File: config.mk
export PLATFORM = sky130hd
export DESIGN_NAME = octal_dac_serial_frontend
export DESIGN_NICKNAME = d
export VERILOG_FILES = /design/src/shared/dac_frontend_pkg.sv /design/src/rtl/octal_dac_serial_frontend.sv
export SDC_FILE = /design/constraint.sdc
export NUM_CORES = 1
export LEC_CHECK = 0
export BUFFER_PORTS_ARGS = -buffer_cell sky130_fd_sc_hd__clkbuf_2
export CORE_MARGIN = 2
export CORE_UTILIZATION = 40
export CTS_BUF_LIST = sky130_fd_sc_hd__clkbuf_8
export DETAILED_ROUTE_END_ITERATION = 16
export GPL_ROUTABILITY_DRIVEN = 0
export PLACE_DENSITY = 0.68
export RECOVER_POWER = 50
export SLEW_MARGIN = 20
export SYNTH_ARGS = -nofsm -noshare
export SYNTH_HDL_FRONTEND = slang
export SYNTH_SLANG_ARGS = --single-unit
File: constraint.sdc
create_clock -name sys_clk -period 5.2 [get_ports sys_clk]
set_input_delay 1.3 -clock sys_clk [delete_from_list [all_inputs] [get_ports sys_clk]]
set_output_delay 1.3 -clock sys_clk [all_outputs]
set_load 0.05 [all_outputs]
File: src/shared/dac_frontend_pkg.sv
// Shared constants and types for the octal converter serial front end
package dac_frontend_pkg;

  // ****************************************
  // Frame geometry
  // ****************************************
  localparam int unsigned WORD_BITS     = 16;
  localparam int unsigned CHANNELS      = 8;
  localparam int unsigned CODE_BITS     = 12;
  localparam int unsigned CNT_BITS      = 6;
  localparam logic [5:0]  CNT_FULL      = 6'h10;
  localparam logic [5:0]  CNT_SAT       = 6'h3F;

  // ****************************************
  // Reset values
  // ****************************************
  localparam logic [15:0] WORD_RESET    = 16'h0000;
  localparam logic [11:0] CODE_RESET    = 12'h000;

  // ****************************************
  // Power-down termination modes
  // ****************************************
  typedef enum logic [1:0] {
    TERM_ACTIVE  = 2'h0,
    TERM_2K5     = 2'h1,
    TERM_100K    = 2'h2,
    TERM_FLOAT   = 2'h3
  } term_t;

  typedef enum {
    LINK_IDLE,
    LINK_SHIFT
  } link_state_t;

endpackage
File: src/rtl/octal_dac_serial_frontend.sv
// Serial write front end of an eight-channel voltage-output converter
`timescale 1ns/1ps

// What this block does
// [RULE1] Outputs held at zero until first valid frame
// [RULE2] Per-channel power-down with three termination choices
// [RULE3] Shift data input on falling clock edges
// [RULE4] Host lowers frame sync, then presents data
// [RULE5] Sixteen edges then sync rise updates converter
// [RULE6] Sync rise before fifteenth edge aborts frame
// [RULE7] Data output forwards bits beyond sixteen edges
// [RULE8] Rise after fifteen, before sixteen discards frame
module octal_dac_serial_frontend (
  // Clock, reset, enable
  input  wire logic                                  sys_clk,
  input  wire logic                                  rst_b,
  input  wire logic                                  clkEn,
  // Serial link pins
  input  wire logic                                  frameSyncB,
  input  wire logic                                  serialClk,
  input  wire logic                                  serialIn,
  output logic                                       serialOut,
  // Channel writes
  input  wire logic [dac_frontend_pkg::CHANNELS-1:0] chanSelect,
  input  wire logic                                  chanWriteEn,
  input  wire logic                                  chanPowerDown,
  input  wire dac_frontend_pkg::term_t               chanTerm,
  // Converter side
  output logic [dac_frontend_pkg::CODE_BITS-1:0]     channelOutput [8],
  output dac_frontend_pkg::term_t                    chanMode [8],
  output logic [dac_frontend_pkg::WORD_BITS-1:0]     updateWord,
  output logic                                       updateStrobe,
  output logic                                       frameAbort
);
  import dac_frontend_pkg::*;

  // ****************************************
  // State
  // ****************************************
  typedef struct packed {
    logic [1:0]           syncSync;
    logic [1:0]           clkSync;
    logic [1:0]           dataSync;
    logic                 clkPrev;
    logic                 syncPrev;
    link_state_t          linkState;
    logic [CNT_BITS-1:0]  edgeCount;
    logic [WORD_BITS-1:0] shiftReg;
    logic                 serialOut;
    logic [WORD_BITS-1:0] updateWord;
    logic                 updateStrobe;
    logic                 frameAbort;
    logic                 written;
    logic [CHANNELS-1:0][CODE_BITS-1:0] code;
    logic [CHANNELS-1:0][1:0]           mode;
  } state_t;

  state_t st;
  state_t next_st;

  logic clkFall;
  logic syncFall;
  logic syncRise;

  // ****************************************
  // Edge detection
  // ****************************************
  // Only the second synchroniser stage feeds any decision, so a pin
  // that changes near a clock edge cannot split into two readings.
  // The serial clock needs each phase to last longer than one system clock,
  // otherwise an edge can slip between two samples and be lost.
  assign clkFall  = st.clkPrev & ~st.clkSync[1];
  assign syncFall = st.syncPrev & ~st.syncSync[1];
  assign syncRise = ~st.syncPrev & st.syncSync[1];

  // ****************************************
  // Next state
  // ****************************************
  always_comb begin
    next_st = st;

    // Pin synchronisers and edge history
    next_st.syncSync = {st.syncSync[0], frameSyncB};
    next_st.clkSync  = {st.clkSync[0], serialClk};
    next_st.dataSync = {st.dataSync[0], serialIn};
    next_st.clkPrev  = st.clkSync[1];
    next_st.syncPrev = st.syncSync[1];

    // Pulses last a single cycle
    next_st.updateStrobe = 1'b0;
    next_st.frameAbort   = 1'b0;

    // Frame control
    unique case (st.linkState)
      LINK_IDLE: begin
        if (syncFall) begin  // see [RULE4]
          next_st.linkState = LINK_SHIFT;
          next_st.edgeCount = '0;
        end
      end
      LINK_SHIFT: begin
        if (syncRise) begin
          next_st.linkState = LINK_IDLE;
          if (st.edgeCount >= CNT_FULL) begin  // see [RULE5]
            next_st.updateWord   = st.shiftReg;
            next_st.updateStrobe = 1'b1;
            next_st.written      = 1'b1;  // see [RULE1]
          end else begin
            // Fewer than sixteen edges: the shifted bits are dropped
            next_st.frameAbort = 1'b1;  // see [RULE6] see [RULE8]
          end
        end else if (clkFall) begin
          next_st.shiftReg = {st.shiftReg[WORD_BITS-2:0],
                              st.dataSync[1]};  // see [RULE3]
          // Saturating count keeps long chained frames from wrapping
          if (st.edgeCount != CNT_SAT) begin
            next_st.edgeCount = st.edgeCount + 6'h01;
          end
          // MSB leaves first toward the next device in the chain
          if (st.edgeCount >= CNT_FULL) begin
            next_st.serialOut = st.shiftReg[WORD_BITS-1];  // see [RULE7]
          end
        end
      end
    endcase

    // Daisy chain output rests low between frames
    if (st.linkState == LINK_IDLE) begin
      next_st.serialOut = 1'b0;  // see [RULE7]
    end

    // Channel codes follow the update word only after a valid frame
    if (st.written && st.updateStrobe) begin  // see [RULE1]
      for (int i = 0; i < CHANNELS; i++) begin
        if (chanSelect[i] && (st.mode[i] == 2'h0)) begin
          next_st.code[i] = st.updateWord[CODE_BITS-1:0];
        end
      end
    end

    // Power-down and termination choice per channel
    for (int i = 0; i < CHANNELS; i++) begin
      if (chanWriteEn && chanSelect[i]) begin  // see [RULE2]
        next_st.mode[i] = chanPowerDown ? chanTerm : TERM_ACTIVE;
      end
    end
  end

  // ****************************************
  // State register
  // ****************************************
  // Edge history is preset to the idle level of each pin, so no false
  // edge follows the release of reset.
  always_ff @(posedge sys_clk or negedge rst_b) begin
    if (!rst_b) begin
      st.syncSync     <= 2'h3;
      st.clkSync      <= 2'h3;
      st.dataSync     <= 2'h0;
      st.clkPrev      <= 1'b1;
      st.syncPrev     <= 1'b1;
      st.linkState    <= LINK_IDLE;
      st.edgeCount    <= '0;
      st.shiftReg     <= WORD_RESET;
      st.serialOut    <= 1'b0;
      st.updateWord   <= WORD_RESET;
      st.updateStrobe <= 1'b0;
      st.frameAbort   <= 1'b0;
      st.written      <= 1'b0;
      for (int i = 0; i < CHANNELS; i++) begin
        st.code[i] <= CODE_RESET;  // see [RULE1]
        st.mode[i] <= TERM_ACTIVE;
      end
    end else if (clkEn) begin
      st <= next_st;
    end
  end

  // ****************************************
  // Outputs
  // ****************************************
  // Every output is a plain wire from a state flip-flop
  assign serialOut    = st.serialOut;
  assign updateWord   = st.updateWord;
  assign updateStrobe = st.updateStrobe;
  assign frameAbort   = st.frameAbort;

  for (genvar g = 0; g < CHANNELS; g++) begin : g_chan
    assign channelOutput[g] = st.code[g];
    assign chanMode[g]      = term_t'(st.mode[g]);
  end

endmodule

==> results by group <==
Final layout
  • Area of the multi-input gates: 2060 µm²
  • Layout overhead on the synthesized area: 5.00%
  • Register area: roughly 4100 µm²
  • Final net count: 600
  • Layout Cells excl Fill: a little over 800
  • Util after Layout: 0.425
  • # fillers: roughly 1700
  • Share of layout cells above drive strength 1: 0.517
  • Inserted Diodes: 0

GRT
  • GRT overflow: 0
  • Total track usage: 0.161
  • Initial antenna violation count: 0
  • First-pass GRT wire length: 23800 µm
  • Largest net degree at the start of global routing: between 90 and 100
  • Vias in the first global route: about 4200

CTS
  • Post-CTS setup buffer count: 0
  • Clock root buffer: clkbuf_8
  • Register clock-pin slew on the reported worst setup and hold paths: 0.09 ns
  • Bufs on Longest Clock Path: 2
  • Post_cts resized: 0
  • Total CTS buffers: 17
  • CTS tree: done
  • CTS Sinks: about 160
  • CTS H-tree depth: 4
  • CTS Hold Buffers Added: 0
  • Skew-Pair Late Insertion Delay: 0.46 ns

Die
  • Core Footprint: 17900 µm²
  • DIE WIDTH: between 100 and 150 µm
  • Die footprint: 19200 µm²
  • Starting Density: 0.405
  • DIE HEIGHT: 139 µm
  • # rows: 49
  • Ports: 149

Worst setup path
  • CP Launch Point: clkEn
  • Type of origin of the critical path: input pin
  • Critical Path AT: 3.92 ns
  • Worst Path Buf+Inv: 1
  • Worst path slowest cell: nor2_1
  • Reg-to-reg critical path endpoint: updateWord[0]
  • Crit. End Element: register
  • Reg-to-Reg Start: next_st[186]
  • Worst R2R Path Depth: 4
  • Levels on crit path: 4
  • Largest delay share family, worst path: simple AND/OR/NAND/NOR gates
  • CP endpoint: updateWord[0]
  • Flop-to-flop setup slack: 2.42 ns
  • Crit Path Category: in2reg
  • Max incr delay on CP: 1.37 ns
  • Worst endpoint required time: about 5.5 ns
  • Worst-path maximum fanout: 18
  • Worst-path cell chain: clkbuf_1 -> nand3_1 -> nor2_1 -> mux2_2

Timing
  • Final worst slack: 1.62 ns
  • Rel. slew slack: -0.568
  • Setup TNS Final: 0 ns
  • Max-slew violations: approximately 120
  • Pin slew with the least headroom to its limit: 2.35 ns
  • Clock Skew: ~0.016 ns
  • Final hold violations: 0
  • RSZ-0062 raised after global routing: false
  • Post-route minimum period: ~3.6 ns
  • Setup Viol. Count Final: 0
  • Fmax: 279 MHz
  • Final period util: 0.688

Route
  • DRT antenna net count: 0
  • Final WL: between 10000 and 15000 µm
  • DRC: 0
  • Vias per cell: 4.87
  • Routed via count: 4011
  • Wire per inst: 18.1 µm
  • Violation count after the first detailed-route iteration: 250
  • Drt first pass iters: 4

Placement
  • DP Wirelength: slightly above 10000 µm
  • Port Buffers: 148
  • Post-placement worst setup slack: 1.54 ns
  • Placed Cells incl. Taps: 791

Synth
  • Synth Area in Compound Gates: 0.0257
  • Most instantiated library cell after synthesis: dfrtp_1
  • Synth top area share: 0.542
  • Register area share after synthesis: 0.563
  • Ys async rst share: 1.00
  • Synth Area in XOR/XNOR: 0
  • Synthesis Warnings: 0
  • Synthesized instance count: 554
  • Mapped Nets: 573
  • Most frequent cells after synthesis: dfrtp_1 (157), mux2_2 (135), buf_4 (130)
  • Post-synth EDFFs: 0
  • Synth Area in Adders: 0.00172
  • Area contributors post-synth: dfrtp_1 (54%), mux2_2 (21%), buf_4 (13%)
  • Synth cell types: 33
  • Count of state elements after synthesis: 163
  • Syn Std Cell Area: 7250 µm²
  • Main combinational cell family by area after synthesis: multiplexers
  • Most used DFF post-synth: dfrtp_1
  • Leading area contributor after synthesis: dfrtp_1
  • Simple-gate share of the synthesized area: 0.0459
  • Syn avg cell area: between 10 and 15 µm²
  • Multiplexer share of the synthesized area: 0.214

Status
  • Status: complete, but fails checks
  • Failing checks: max-capacitance violations, max-slew violations

Hold path
  • Worst min-delay path class: reg2reg

Pwr
  • Worst VDD drop: about 0.19 mV
  • PwrDens: 430 nW/µm²
  • Pwr Total: 3.28 mW
  • Leakage Power: 4.01 nW

Job
  • MaxCap Viol Count: 2
[per-stage QoR]
stage | hold WS [ns] | cell area, µm²
6_report | 0.494 | 7620
5_1_grt | 0.517 | 7620
4_1_cts | 0.499 | 7670
3_5_place_dp | 0.476 | 7260
3_3_place_gp | 0.444 | 7260
2_1_floorplan | 0.432 | 7250
[cell usage in the layout (no fill, tap or decap), drive strengths merged, types with 2 or more instances in the layout]
cell,count
dfstp,6
bufinv,3
o22ai,4
clkbuf,168
nor3,3
o21ai,20
dfrtp,157
clkinvlp,3
nand3,14
mux2i,2
nand2,29
clkinv,2
nor4b,2
mux2,136
nor2,13
a21oi,4
inv,15
[worst register-to-register path, delay by kind of cell (launching register included)]
family	cells	cell delay (ns)
flip-flops	1	0.57
multiplexers	1	0.46
AND/OR/NAND/NOR	3	1.64
[routing by layer]
metal,vias to the layer above,global-route usage,share of wire
met5,-,0,0
met4,0,0.0569,0.015
li1,1823,-,-
met2,119,0.270,0.49
met1,2052,0.203,0.44
met3,17,0.0428,0.048
[kinds of logic after synthesis]
group,count (synthesis)
flip-flops,163
buffers and inverters,152
multiplexers,138
AND/OR/NAND/NOR,67
AO/OA/AOI/OAI,33
adder cells (fa/ha/maj),1
[worst min-delay path by stage]
stage | end | cells past startpoint | from | slack, ns
after floorplan | st[112] | 1 | st[112] | 0.43
after global placement | st[112] | 1 | st[112] | 0.44
after detailed placement | st[112] | 1 | st[112] | 0.48
after CTS | updateWord[13] | 1 | updateWord[13] | 0.50
after global routing | st[112] | 1 | st[112] | 0.52
final | updateWord[13] | 1 | updateWord[13] | 0.49
[state kept, by name, indices dropped and copies added (netlist names)]
register,flops
chanMode,16
channelOutput,96
frameAbort,1
next_st,5
serialOut,1
st,27
updateStrobe,1
updateWord,16
[power breakdown]
part / internal, mW / total, mW / switching [mW]
Combinational: 0.214 / 0.749 / 0.535
Clock: 0.486 / 0.958 / 0.472
Sequential: 1.42 / 1.57 / 0.148
Total: 2.12 / 3.28 / 1.15
[final cells by class]
type / count / share of cell area
multi-input combinational: 239 / 0.271
inverter: 9 / 0.00443
sequential: 163 / 0.536
clock buffer: 18 / 0.0325
timing repair buffer: 151 / 0.0969
clock inverter: 14 / 0.0215
tap: 229 / 0.0376
Note: power is estimated with default switching activity, not from simulation.
